===== config.mk =====
export PLATFORM = sky130hd
export DESIGN_NAME = local_bus_pins
export DESIGN_NICKNAME = d
export VERILOG_FILES = /design/src/shared/bus_pins_pkg.sv /design/src/rtl/hold_sync.sv /design/src/rtl/local_bus_pins.sv /design/src/rtl/select_decode.sv
export VERILOG_INCLUDE_DIRS = /design/src /design/src/shared
export SDC_FILE = /design/constraint.sdc
export NUM_CORES = 1
export LEC_CHECK = 0
export BUFFER_PORTS_ARGS = -buffer_cell sky130_fd_sc_hd__buf_2
export CORE_AREA = 2 2 108 110
export DETAILED_ROUTE_END_ITERATION = 8
export DIE_AREA = 0 0 110 112
export PLACE_DENSITY_LB_ADDON = 0.12
export SLEW_MARGIN = 20
export SYNTH_ARGS = -nofsm -noshare
export SYNTH_HDL_FRONTEND = slang
export SYNTH_SLANG_ARGS = --single-unit

===== constraint.sdc =====
create_clock -name clk -period 3.4 [get_ports clk]
set_input_delay 0 -clock clk [delete_from_list [all_inputs] [get_ports clk]]
set_output_delay 0 -clock clk [all_outputs]
set_load 0.02 [all_outputs]

===== src/shared/bus_pins_defines.svh =====
/*
 Constants for the local bus pin block: status codes, reset values, widths.
 Assumes inclusion by bare name from the design files.
*/
`ifndef BUS_PINS_DEFINES_SVH
`define BUS_PINS_DEFINES_SVH
`define STAT_INTA 3'h0
`define STAT_IORD 3'h1
`define STAT_IOWR 3'h2
`define STAT_HALT 3'h3
`define STAT_FETCH 3'h4
`define STAT_MEMRD 3'h5
`define STAT_MEMWR 3'h6
`define STAT_PASSIVE 3'h7
`define STAT_MIO_BIT 2
`define STAT_DIR_BIT 1
`define MID_SEL_COUNT 4
`define PERIPH_SEL_COUNT 5
`define XEN_RESET_CLOCKS 1
`endif


===== src/shared/bus_pins_pkg.sv =====
/*
 Types for the local bus pin block.
 Assumes the defines header is compiled alongside.
*/
package bus_pins_pkg;
    typedef enum logic [2:0] {
        CYC_INTA, CYC_IORD, CYC_IOWR, CYC_HALT, CYC_FETCH, CYC_MEMRD, CYC_MEMWR, CYC_PASSIVE
    } cycle_e;
    typedef enum logic [1:0] {ARB_OWN, ARB_HELD} arb_e;
endpackage


===== src/rtl/hold_sync.sv =====
/*
 Three-stage synchroniser for an asynchronous level input.
 Assumes clk is the processor clock; output changes once stages two and three agree.
*/
`timescale 1ns/10ps
module hold_sync (
    input wire logic clk,
    input wire logic nrst,
    input wire logic ce,
    input wire logic din,
    output logic dout
);
    logic s1;
    logic s2;
    logic s3;
    wire agree = (s2 == s3);

    // Shift chain and agreement filter
    always_ff @(posedge clk or negedge nrst) begin
        if (!nrst) begin
            s1 <= 1'b0;
            s2 <= 1'b0;
            s3 <= 1'b0;
            dout <= 1'b0;
        end else if (ce) begin
            s1 <= din;
            s2 <= s1;
            s3 <= s2;
            if (agree) begin
                dout <= s3;
            end
        end
    end
endmodule


===== src/rtl/local_bus_pins.sv =====
/*
 Local bus pin logic: status encoding, hold handshake, chip selects,
 transceiver direction and enable, with output enables for floating pins.
 Assumes a bus-cycle sequencer on the same clock supplies cycle type,
 T-state boundaries and the address; range limits come from config logic.
*/
// Summary of operation
// - Status pins encode cycle type: INTA, IO rd/wr, halt, fetch, mem rd/wr, passive.
// - Status pins float while the bus is held by another master.
// - Top status bit marks memory vs I/O; middle bit follows transfer direction.
// - Hold request is asynchronous and is synchronised before use.
// - Hold acknowledge rises only at the end of final or idle state.
// - Bus and control lines float in the same cycle acknowledge rises.
// - Once request seen low, acknowledge drops and lines are driven again.
// - Upper select low for memory references in the top block.
// - Lower select low for memory references in the bottom block.
// - Four mid selects low for references in the mid-range area.
// - Five peripheral selects low for references in the I/O peripheral area.
// - Memory and peripheral selects stay driven during hold.
// - Two shared pins give peripheral selects 5/6 or latched address bits 1/2.
// - In latched-address use the shared pins keep their value during hold.
// - Direction low for reads toward processor, high for writes.
// - Enable low during accesses and high whenever direction changes.
// - Enable high one clock in reset then floats; floats during hold.
// - Status pins show passive during reset, then float.
`timescale 1ns/10ps
`include "bus_pins_defines.svh"
module local_bus_pins #(
    parameter int NMID = `MID_SEL_COUNT,
    parameter int NPER = `PERIPH_SEL_COUNT
) (
    input wire logic clk,
    input wire logic nrst,
    input wire logic ce,
    input wire logic busReset,
    input wire logic [2:0] cycleType,
    input wire logic cycleStart,
    input wire logic dataPhase,
    input wire logic finalState,
    input wire logic idleState,
    input wire logic [19:0] addr,
    input wire logic holdReq,
    input wire logic addrMode1,
    input wire logic addrMode2,
    input wire logic [19:0] upperBase,
    input wire logic [19:0] lowerTop,
    input wire logic [19:0] midBase,
    input wire logic [19:0] midBlock,
    input wire logic [15:0] periphBase,
    output logic [2:0] busCycleStatus,
    output logic busCycleStatusOe,
    output logic holdAck,
    output logic busOe,
    output logic upperMemSelect_n,
    output logic lowerMemSelect_n,
    output logic [NMID-1:0] midMemSelect_n,
    output logic [NPER-1:0] periphSelect_n,
    output logic periphSelect5OrAddr1,
    output logic periphSelect6OrAddr2,
    output logic xcvrDirection,
    output logic xcvrDirectionOe,
    output logic xcvrEnable,
    output logic xcvrEnableOe
);
    // Elaboration check: the decode serves four mid and five peripheral selects only
    if (NMID != 4 || NPER != 5) begin : g_bad_params
        $error("local_bus_pins supports four mid and five peripheral selects only");
    end

    bus_pins_pkg::arb_e arb;
    bus_pins_pkg::arb_e next_arb;
    logic holdSeen;
    logic [2:0] curType;
    logic inCycle;
    logic dirHold;
    logic resetDone;
    logic upperHit;
    logic lowerHit;
    logic [NMID-1:0] midHit;
    logic [NPER+1:0] periphHit;

    // Synchronised hold request
    hold_sync u_sync (
        .clk(clk),
        .nrst(nrst),
        .ce(ce),
        .din(holdReq),
        .dout(holdSeen)
    );

    // Address range decode for the selects
    select_decode #(
        .NMID(NMID),
        .NPER(NPER + 2)
    ) u_dec (
        .addr(addr),
        .isMem(inCycle && curType[`STAT_MIO_BIT] && curType != `STAT_PASSIVE),
        .isIo(inCycle && (curType == `STAT_IORD || curType == `STAT_IOWR)),
        .upperBase(upperBase),
        .lowerTop(lowerTop),
        .midBase(midBase),
        .midBlock(midBlock),
        .periphBase(periphBase),
        .upperHit(upperHit),
        .lowerHit(lowerHit),
        .midHit(midHit),
        .periphHit(periphHit)
    );

    // Grant decisions at bus state boundaries only
    wire atBoundary = finalState || idleState;
    wire grant = (arb == bus_pins_pkg::ARB_OWN) && holdSeen && atBoundary && !busReset;
    wire release_ = (arb == bus_pins_pkg::ARB_HELD) && !holdSeen;
    wire held = (arb == bus_pins_pkg::ARB_HELD);

    // Cycle status and direction decode
    wire [2:0] nextType = cycleStart ? cycleType : (finalState ? `STAT_PASSIVE : curType);
    wire isWrite = (nextType == `STAT_IOWR) || (nextType == `STAT_MEMWR);
    wire nextDir = nextType[`STAT_DIR_BIT];
    wire dirChange = (nextDir != dirHold);
    wire access = inCycle && dataPhase && (curType != `STAT_HALT);
    wire nextEnable = !access || dirChange;

    // Arbitration state
    always_comb begin
        next_arb = arb;
        case (arb)
            bus_pins_pkg::ARB_OWN: begin
                if (grant) begin
                    next_arb = bus_pins_pkg::ARB_HELD;
                end
            end
            bus_pins_pkg::ARB_HELD: begin
                if (release_) begin
                    next_arb = bus_pins_pkg::ARB_OWN;
                end
            end
            default: next_arb = bus_pins_pkg::ARB_OWN;
        endcase
    end

    always_ff @(posedge clk or negedge nrst) begin
        if (!nrst) begin
            arb <= bus_pins_pkg::ARB_OWN;
        end else if (ce) begin
            arb <= busReset ? bus_pins_pkg::ARB_OWN : next_arb;
        end
    end

    // Cycle tracking
    always_ff @(posedge clk or negedge nrst) begin
        if (!nrst) begin
            curType <= `STAT_PASSIVE;
            inCycle <= 1'b0;
        end else if (ce) begin
            curType <= (busReset || held) ? `STAT_PASSIVE : nextType;
            inCycle <= !busReset && !held && (cycleStart || (inCycle && !finalState));
        end
    end

    // Reset marker: limits driven-high enable and status to one clock of reset
    always_ff @(posedge clk or negedge nrst) begin
        if (!nrst) begin
            resetDone <= 1'b0;
        end else if (ce) begin
            resetDone <= busReset ? 1'b1 : 1'b0;
        end
    end

    // Handshake and float controls
    always_ff @(posedge clk or negedge nrst) begin
        if (!nrst) begin
            holdAck <= 1'b0;
            busOe <= 1'b0;
        end else if (ce) begin
            holdAck <= !busReset && (next_arb == bus_pins_pkg::ARB_HELD);
            busOe <= !busReset && (next_arb == bus_pins_pkg::ARB_OWN);
        end
    end

    // Status pins: passive in reset, float in hold
    always_ff @(posedge clk or negedge nrst) begin
        if (!nrst) begin
            busCycleStatus <= `STAT_PASSIVE;
            busCycleStatusOe <= 1'b1;
        end else if (ce) begin
            busCycleStatus <= (busReset || grant || held) ? `STAT_PASSIVE : nextType;
            busCycleStatusOe <= (busReset && !resetDone)
                || (!busReset && next_arb == bus_pins_pkg::ARB_OWN);
        end
    end

    // Transceiver direction and enable
    always_ff @(posedge clk or negedge nrst) begin
        if (!nrst) begin
            dirHold <= 1'b0;
            xcvrDirection <= 1'b0;
            xcvrDirectionOe <= 1'b0;
            xcvrEnable <= 1'b1;
            xcvrEnableOe <= 1'b1;
        end else if (ce) begin
            dirHold <= (cycleStart && !held) ? isWrite : dirHold;
            xcvrDirection <= (cycleStart && !held) ? isWrite : dirHold;
            xcvrDirectionOe <= !busReset && (next_arb == bus_pins_pkg::ARB_OWN);
            xcvrEnable <= busReset ? 1'b1 : nextEnable;
            xcvrEnableOe <= (busReset && !resetDone)
                || (!busReset && next_arb == bus_pins_pkg::ARB_OWN);
        end
    end

    // Chip selects, always driven, active low
    always_ff @(posedge clk or negedge nrst) begin
        if (!nrst) begin
            upperMemSelect_n <= 1'b1;
            lowerMemSelect_n <= 1'b1;
            midMemSelect_n <= '1;
            periphSelect_n <= '1;
        end else if (ce) begin
            upperMemSelect_n <= !upperHit;
            lowerMemSelect_n <= !lowerHit;
            midMemSelect_n <= ~midHit;
            periphSelect_n <= ~periphHit[NPER-1:0];
        end
    end

    // Shared pins: select 5/6 or latched address, address frozen in hold
    always_ff @(posedge clk or negedge nrst) begin
        if (!nrst) begin
            periphSelect5OrAddr1 <= 1'b1;
            periphSelect6OrAddr2 <= 1'b1;
        end else if (ce) begin
            if (!addrMode1) begin
                periphSelect5OrAddr1 <= !periphHit[NPER];
            end else if (cycleStart && !held) begin
                periphSelect5OrAddr1 <= addr[1];
            end
            if (!addrMode2) begin
                periphSelect6OrAddr2 <= !periphHit[NPER+1];
            end else if (cycleStart && !held) begin
                periphSelect6OrAddr2 <= addr[2];
            end
        end
    end
endmodule


===== src/rtl/select_decode.sv =====
/*
 Chip-select range decoder: compares a 20-bit address against programmed blocks.
 Assumes range limits arrive from the chip-select configuration logic outside.
*/
`timescale 1ns/10ps
module select_decode #(
    parameter int NMID = 4,
    parameter int NPER = 7
) (
    input wire logic [19:0] addr,
    input wire logic isMem,
    input wire logic isIo,
    input wire logic [19:0] upperBase,
    input wire logic [19:0] lowerTop,
    input wire logic [19:0] midBase,
    input wire logic [19:0] midBlock,
    input wire logic [15:0] periphBase,
    output logic upperHit,
    output logic lowerHit,
    output logic [NMID-1:0] midHit,
    output logic [NPER-1:0] periphHit
);
    wire [19:0] midOff = addr - midBase;
    wire [15:0] perOff = addr[15:0] - periphBase;
    wire midIn = isMem && (addr >= midBase);
    wire perIn = isIo && (addr[19:16] == 4'h0) && (addr[15:0] >= periphBase);

    // Upper and lower blocks
    assign upperHit = isMem && (addr >= upperBase);
    assign lowerHit = isMem && (addr <= lowerTop);

    // Mid-range area split into equal blocks
    genvar i;
    generate
        for (i = 0; i < NMID; i++) begin : g_mid
            assign midHit[i] = midIn && (midOff < midBlock * 20'(i + 1))
                && (midOff >= midBlock * 20'(i));
        end
        // Peripheral area split into 128-byte blocks
        for (i = 0; i < NPER; i++) begin : g_per
            assign periphHit[i] = perIn && (perOff[15:7] == 9'(i));
        end
    endgenerate
endmodule


* Yosys cells after proc, flatten, opt, wreduce, memory -nomap -nowiden *
Cells that the tools add are included.

cells by class
  $add $sub $neg = 2
  multipliers = 1
  $lt $le $gt $ge = 12
  eq/ne operators = 18
  multiplexer cells = 14
  bitwise gates (word level) = 2
  reduce and logical (&&, ||, !) cells = 63

operators with widths
  cell                                                                 count
  greater-or-equal comparator 20 bit                                   5
  < comparator 20 bit                                                  4
  logical AND 1 bit                                                    36
  == test 9 x 3 -> 1 bit (second input constant)                       3
  greater-or-equal comparator 20 x 1 -> 1 bit (second input constant)  1
  less-or-equal comparator 20 bit                                      1
  multiplier 20 x 2 -> 20 bit (second input constant)                  1
  subtractor 20 bit                                                    1
  == test 9 x 2 -> 1 bit (second input constant)                       2
  greater-or-equal comparator 16 bit                                   1
  subtractor 16 bit                                                    1
  2-to-1 mux 3 bit                                                     4
  zero test 1 bit                                                      10
  == test 9 x 1 -> 1 bit (second input constant)                       1
  zero test 9 bit                                                      1
  logical OR 1 bit                                                     9
  AND reduction 2 bit                                                  4
  == test 3 x 2 -> 1 bit (second input constant)                       2
  2-to-1 mux 1 bit                                                     6
  2-to-1 mux 2 bit                                                     3
  NOT 5 bit                                                            1
  == test 2 x 1 -> 1 bit (second input constant)                       2
  zero test 2 bit                                                      2
  zero test 4 bit                                                      1
  9 further kinds                                                      10

word-level totals
  flip-flop bits (word level) = 32
  input bits = 130
  output and inout bits = 23
  word-level logic and storage cells = 132

* Logic depth before layout (Yosys ltp) *
  depth in word-level cells = 9
  mapped depth = 20
  depth with buffers taken out = 20

* Hierarchy *
From an unflattened synthesis, not the netlist that was laid out.

second synthesis, totals
  cells, all modules = 868
  area, all modules = 6784.0 sq um

modules (own cells, without submodules)
  module          times used  cells an instance  area an instance (sq um)  seq. area each (sq um)
  select_decode   1           730                5341.4                    0.0
  local_bus_pins  1           128                1286.2                    726.9
  hold_sync       1           10                 156.4                     100.1

* Worst setup path after synthesis *
Ideal clock, no wire load.

  path kind = input-to-reg
  start = input port addr[0]
  end = register midMemSelect_n[3]
  arrival time = 3656 ps
  data required time = 3317 ps
  setup slack = -339 ps
  stages = 20
  path buffers = 0
  cell sequence = inv_1 -> ha_1 -> inv_1 -> fa_1 -> a21o_1 -> a21oi_1 -> o221a_2 -> o21ai_0 -> a21oi_1 -> o21bai_1 -> a21oi_1 -> xnor2_1 -> ha_1 -> and4_1 -> a221o_1 -> a221oi_1 -> o31ai_1 -> a21oi_1 -> o31ai_1 -> a41oi_1

between the ends
  word-level cells in the longest chain between the ends = 5
  elaborated cells between the ends (all ways) = 8
  those cells by class = add/sub (1); order compare (3); bitwise (1); reduce/logical (3)

ends and longest elaborated chain
  what                                                                     line                                      text
  start, declared                                                          local_bus_pins.sv:41                      input wire logic [19:0] addr,
  subtractor 20 bit or greater-or-equal comparator 20 bit (tied branches)  select_decode.sv:23, select_decode.sv:25
  < comparator 20 bit or logical AND 1 bit (tied branches)                 select_decode.sv:36, select_decode.sv:25
  logical AND 1 bit                                                        select_decode.sv:36                       assign midHit[i] = midIn && (midOff < midBlock * 20'(i + 1))
  logical AND 1 bit (*)                                                    select_decode.sv:37                       && (midOff >= midBlock * 20'(i));
  NOT 4 bit (*)                                                            local_bus_pins.sv:221                     midMemSelect_n <= ~midHit;
  end signal, assigned                                                     local_bus_pins.sv:221
  end, declared                                                            local_bus_pins.sv:56                      output logic [NMID-1:0] midMemSelect_n,

Mark *: on every way between the ends. The rest lies on a longest branch, timed or not.
A chain may end at the register's enable or synchronous reset.

* Worst setup path after layout *
  start = input port midBlock[1]
  end = register midMemSelect_n[3]

between the ends
  word-level cells in the longest chain between the ends = 4
  elaborated cells between the ends (all ways) = 6
  those cells by class = mul (1); order compare (2); bitwise (1); reduce/logical (2)

ends and longest elaborated chain
  what                                                                     line                                      text
  start, declared                                                          local_bus_pins.sv:48                      input wire logic [19:0] midBlock,
  multiplier 20 x 2 -> 20 bit or < comparator 20 bit (tied branches)       select_decode.sv:37, select_decode.sv:36
  greater-or-equal comparator 20 bit or logical AND 1 bit (tied branches)  select_decode.sv:37, select_decode.sv:36
  logical AND 1 bit (*)                                                    select_decode.sv:37
  NOT 4 bit (*)                                                            local_bus_pins.sv:221

Marks and branches as above.

==> report_table.html <==
<table>
<tr><th>Metric</th><th>Value</th></tr>
<tr><th colspan="2">Die</th></tr>
<tr><td>Chip Width</td><td>about 110 um</td></tr>
<tr><td>Core area</td><td>11200 um^2</td></tr>
<tr><td>Num rows</td><td>39</td></tr>
<tr><td>Area of the die</td><td>12300 um^2</td></tr>
<tr><td>Number of top-level design ports</td><td>153</td></tr>
<tr><td>Effective utilization at floorplan</td><td>58.7%</td></tr>
<tr><td>Overall die height</td><td>112 um</td></tr>
<tr><th colspan="2">Drt</th></tr>
<tr><td>Routed vias</td><td>6957</td></tr>
<tr><td>Post-detailed-route DRC marker count</td><td>0</td></tr>
<tr><td>Via density</td><td>5.73</td></tr>
<tr><td>WL/cell</td><td>15.6 um</td></tr>
<tr><td>Remaining antenna violation count after routing</td><td>0</td></tr>
<tr><td>1st-iter DRT viols</td><td>258</td></tr>
<tr><td>Number of detailed-routing iterations run before antenna repair</td><td>5</td></tr>
<tr><td>Total Wirelength</td><td>between 15 and 20 mm</td></tr>
<tr><th colspan="2">Logic synthesis</th></tr>
<tr><td>Number of synthesized flops with an enable pin</td><td>0</td></tr>
<tr><td>Netlist area before placement</td><td>6560 um^2</td></tr>
<tr><td>Cell types with the largest area share after synthesis</td><td>sky130_fd_sc_hd__ha_1 32%, sky130_fd_sc_hd__dfstp_2 8.4%, sky130_fd_sc_hd__inv_1 6.9%</td></tr>
<tr><td>Avg Synthesized Cell Area</td><td>8.07 um^2</td></tr>
<tr><td>Leading register cell type out of synthesis</td><td>sky130_fd_sc_hd__dfstp_2</td></tr>
<tr><td>Fraction of synthesis flops using an asynchronous set or reset pin</td><td>100%</td></tr>
<tr><td>Post-synth top area cell</td><td>sky130_fd_sc_hd__ha_1</td></tr>
<tr><td>#FFs+latches synth</td><td>32</td></tr>
<tr><td>Post-synth top area share</td><td>32.2%</td></tr>
<tr><td>Sequential element share of the synthesized area</td><td>12.6%</td></tr>
<tr><td>Cell count after synthesis</td><td>~810</td></tr>
<tr><td>Yosys warning count</td><td>0</td></tr>
<tr><td>Number of distinct library cell variants in the gate-level netlist after synthesis</td><td>66</td></tr>
<tr><td>Most frequent cells after synthesis</td><td>169 x sky130_fd_sc_hd__ha_1, 120 x sky130_fd_sc_hd__inv_1, 69 x sky130_fd_sc_hd__a21oi_1</td></tr>
<tr><td>Library cell with the highest instance count after synthesis</td><td>sky130_fd_sc_hd__ha_1</td></tr>
<tr><td>Synthesized netlist net count</td><td>1114</td></tr>
<tr><th colspan="2">Timing</th></tr>
<tr><td>Post-layout minimum cycle time</td><td>3.46 ns</td></tr>
<tr><td># setup viols final</td><td>1</td></tr>
<tr><td>Setup repair after global routing missed its margin</td><td>yes</td></tr>
<tr><td>Final setup slack of the worst path</td><td>-0.0550 ns</td></tr>
<tr><td>Slew at the pin closest to its max-slew limit</td><td>0.858 ns</td></tr>
<tr><td>Max-Slew Margin vs Limit</td><td>42.0%</td></tr>
<tr><td>Maximum clock skew at final layout</td><td>0.00547 ns</td></tr>
<tr><td>Final-report max-slew violation count</td><td>0</td></tr>
<tr><td>Fmax</td><td>289 MHz</td></tr>
<tr><td>Ratio of final minimum period to clock period</td><td>102%</td></tr>
<tr><td>Setup TNS</td><td>-0.0550 ns</td></tr>
<tr><td>Fin. Hold Viols</td><td>0</td></tr>
<tr><th colspan="2">CTS</th></tr>
<tr><td>Total clock buffers created by CTS</td><td>5</td></tr>
<tr><td>Clock sink total</td><td>32</td></tr>
<tr><td>TritonCTS clock tree</td><td>yes</td></tr>
<tr><td>CTS Root Buffer Type</td><td>sky130_fd_sc_hd__clkbuf_16</td></tr>
<tr><td>Clock-pin slew on the worst setup and hold paths</td><td>about 0.060 ns</td></tr>
<tr><td>H-tree lvl count</td><td>2</td></tr>
<tr><td>Maximum clock insertion buffer count</td><td>2</td></tr>
<tr><td>Clock insertion delay at the later pin of the skew report</td><td>~0.28 ns</td></tr>
<tr><th colspan="2">Setup path</th></tr>
<tr><td>Class of the most critical setup path</td><td>input port to register</td></tr>
<tr><td>Worst endpoint required time</td><td>3.60 ns</td></tr>
<tr><td>Critical Path Sink Type</td><td>register</td></tr>
<tr><td>Worst setup SP type</td><td>input port</td></tr>
<tr><td>Reg2Reg Capture Point</td><td>periphSelect_n[4]</td></tr>
<tr><td>Worst-path fanout max</td><td>3</td></tr>
<tr><td>Worst setup slack for register-to-register paths</td><td>0.91 ns</td></tr>
<tr><td>Number of cells traversed by the worst register-to-register path</td><td>5</td></tr>
<tr><td>Worst setup endpoint</td><td>midMemSelect_n[3]</td></tr>
<tr><td>CP startpoint</td><td>midBlock[1]</td></tr>
<tr><td>Startpoint of the most critical register-to-register path</td><td>inCycle</td></tr>
<tr><td>Data arrival at the endpoint of the critical path</td><td>3.65 ns</td></tr>
<tr><th colspan="2">Placed design</th></tr>
<tr><td>Setup Slack @ Placement</td><td>-0.294 ns</td></tr>
<tr><td>Number of I/O port buffers</td><td>152</td></tr>
<tr><td>Placed instance area</td><td>~8200 um^2</td></tr>
<tr><td>Final RePlAce weighted congestion</td><td>0.878</td></tr>
<tr><td>Detailed placer's ending HPWL</td><td>15.7 mm</td></tr>
<tr><th colspan="2">GRT</th></tr>
<tr><td>Remaining global-route overflow</td><td>0</td></tr>
<tr><td>Wire length of the first global-routing pass</td><td>30.5 mm</td></tr>
<tr><td>Total global-route track usage</td><td>~31%</td></tr>
<tr><td>Antenna violations before repair</td><td>0</td></tr>
<tr><td>Maximum number of pins on one net before global-route repair</td><td>33</td></tr>
<tr><td>Number of global-route vias before repair</td><td>6885</td></tr>
<tr><th colspan="2">Finish</th></tr>
<tr><td>Count of fill cells added during filler insertion</td><td>867</td></tr>
<tr><td>Final Net Count</td><td>around 1400</td></tr>
<tr><td>Area of the multi-input gates</td><td>5390 um^2</td></tr>
<tr><td>Proportion of layout cells with a drive suffix above 1</td><td>between 20 and 30%</td></tr>
<tr><td>Diodes inserted</td><td>0</td></tr>
<tr><td>Design area</td><td>approximately 8600 um^2</td></tr>
<tr><td>Area Overhead vs Synth</td><td>31.4%</td></tr>
<tr><td>Area taken by flip-flops and latches</td><td>about 830 um^2</td></tr>
<tr><th colspan="2">Flow run</th></tr>
<tr><td>Reported max-cap violation count</td><td>0</td></tr>
<tr><th colspan="2">Status</th></tr>
<tr><td>Failing checks</td><td>negative setup slack</td></tr>
<tr><td>Run status</td><td>complete, but fails checks</td></tr>
<tr><th colspan="2">Hold path</th></tr>
<tr><td>Worst min-delay path class</td><td>input port to register</td></tr>
<tr><th colspan="2">Power and ir drop</th></tr>
<tr><td>P per Cell Area</td><td>about 320 nW/um^2</td></tr>
<tr><td>Leakage Power</td><td>4.64 nW</td></tr>
<tr><td>Maximum VDD drop</td><td>0.000365 V</td></tr>
</table>
## layer usage
layer	vias up	track usage, %	part of all wire [%]
met5	-	0	0
met4	0	10.2	2.8
met3	35	3.86	4.5
met2	195	55.5	50
met1	3210	37.3	43
li1	3517	-	-
## critical path, cell delays in order
cell	delay, ns
sky130_fd_sc_hd__buf_8	0.10
sky130_fd_sc_hd__ha_4	0.16
sky130_fd_sc_hd__fa_2	0.36
sky130_fd_sc_hd__a21o_1	0.21
sky130_fd_sc_hd__a21oi_2	0.16
sky130_fd_sc_hd__o21ai_2	0.09
sky130_fd_sc_hd__a31o_2	0.23
sky130_fd_sc_hd__a21oi_4	0.16
sky130_fd_sc_hd__o21ai_2	0.09
sky130_fd_sc_hd__a21oi_2	0.15
sky130_fd_sc_hd__xor2_1	0.17
sky130_fd_sc_hd__ha_1	0.26
sky130_fd_sc_hd__a21o_1	0.16
sky130_fd_sc_hd__a21o_1	0.15
sky130_fd_sc_hd__a221o_1	0.34
sky130_fd_sc_hd__a221oi_2	0.24
sky130_fd_sc_hd__o31ai_1	0.11
sky130_fd_sc_hd__a21oi_1	0.20
sky130_fd_sc_hd__o31ai_1	0.11
sky130_fd_sc_hd__a41oi_1	0.23
## report_power, final
group / leakage, nW / switching (W) / internal, W
Clock: 0.0808 / 0.000167 / 0.000344
Combinational: 4.20 / 0.000914 / 0.000855
Sequential: 0.359 / 0.0000271 / 0.000428
Total: 4.64 / 0.00111 / 0.00163
## area by class of cell
class | instances | area share, %
Timing Repair Buffer | 257 | 18.5
Tap cell | 143 | 2.08
Clock inverter | 2 | 0.406
Multi-Input combinational cell | 654 | 62.6
Inverter | 121 | 5.41
Sequential cell | 32 | 9.59
Clock buffer | 6 | 1.49
## worst min-delay path by stage
stage            startpoint  cells past startpoint  endpoint
6_report       cycleType[0]                      3   dirHold
3_5_place_dp           nrst                      1   holdAck
2_1_floorplan          nrst                      0    arb[0]
5_1_grt        cycleType[0]                      3   dirHold
3_3_place_gp           nrst                      1   holdAck
4_1_cts        cycleType[0]                      3   dirHold
## sequential cells by signal, summed over array words and instances (netlist names), 2 cells and up
register	count
busCycleStatus	3
periphSelect_n	5
midMemSelect_n	4
arb	2
curType	3
## logic make-up after synthesis
group | synth area share [%]
AO/OA/AOI/OAI | 26.4
XOR/XNOR | 5.74
adder cells (fa/ha/maj) | 32.8
buffers and inverters | 7.38
flip-flops | 12.6
multiplexers | 0.992
AND/OR/NAND/NOR | 14.1
## cells in the final DEF, fill, tap and decap left out, types with 25 or more instances in the layout
cell type	netlist	final
sky130_fd_sc_hd__a21oi_1	69	63
sky130_fd_sc_hd__inv_1	120	118
sky130_fd_sc_hd__buf_2	0	149
sky130_fd_sc_hd__o21ai_0	43	40
sky130_fd_sc_hd__nand2_1	32	32
sky130_fd_sc_hd__a21o_1	39	39
sky130_fd_sc_hd__xnor2_1	26	25
sky130_fd_sc_hd__buf_4	2	98
sky130_fd_sc_hd__ha_1	169	166
sky130_fd_sc_hd__nor2_1	45	44
## repair_timing
action / CTS / global route
hold endpoints to repair: 15 / 0
buffers inserted: 13 / 6
cloned: 0 / 0
pin swaps: 16 / 28
hold buffers: 5 / 0
setup endpoints to repair: 1 / 3
resized for setup: 6 / 21
## through the flow
| step | hold WS, ns | std cells | total power [W] | util, % |
|---|---|---|---|---|
| 5_1_grt | 0.0355 | 1215 | 0.00297 | 77.2 |
| 4_1_cts | 0.0103 | 1211 | 0.00268 | 76.1 |
| 6_report | 0.0209 | 1215 | 0.00274 | 77.2 |
| 3_3_place_gp | 0.0917 | 1185 | 0.00209 | 73.0 |
| 2_1_floorplan | -0.296 | 813 | 0.00153 | - |
| 3_5_place_dp | 0.0924 | 1185 | 0.00212 | 73.0 |
Note: power is estimated with default switching activity, not from simulation.
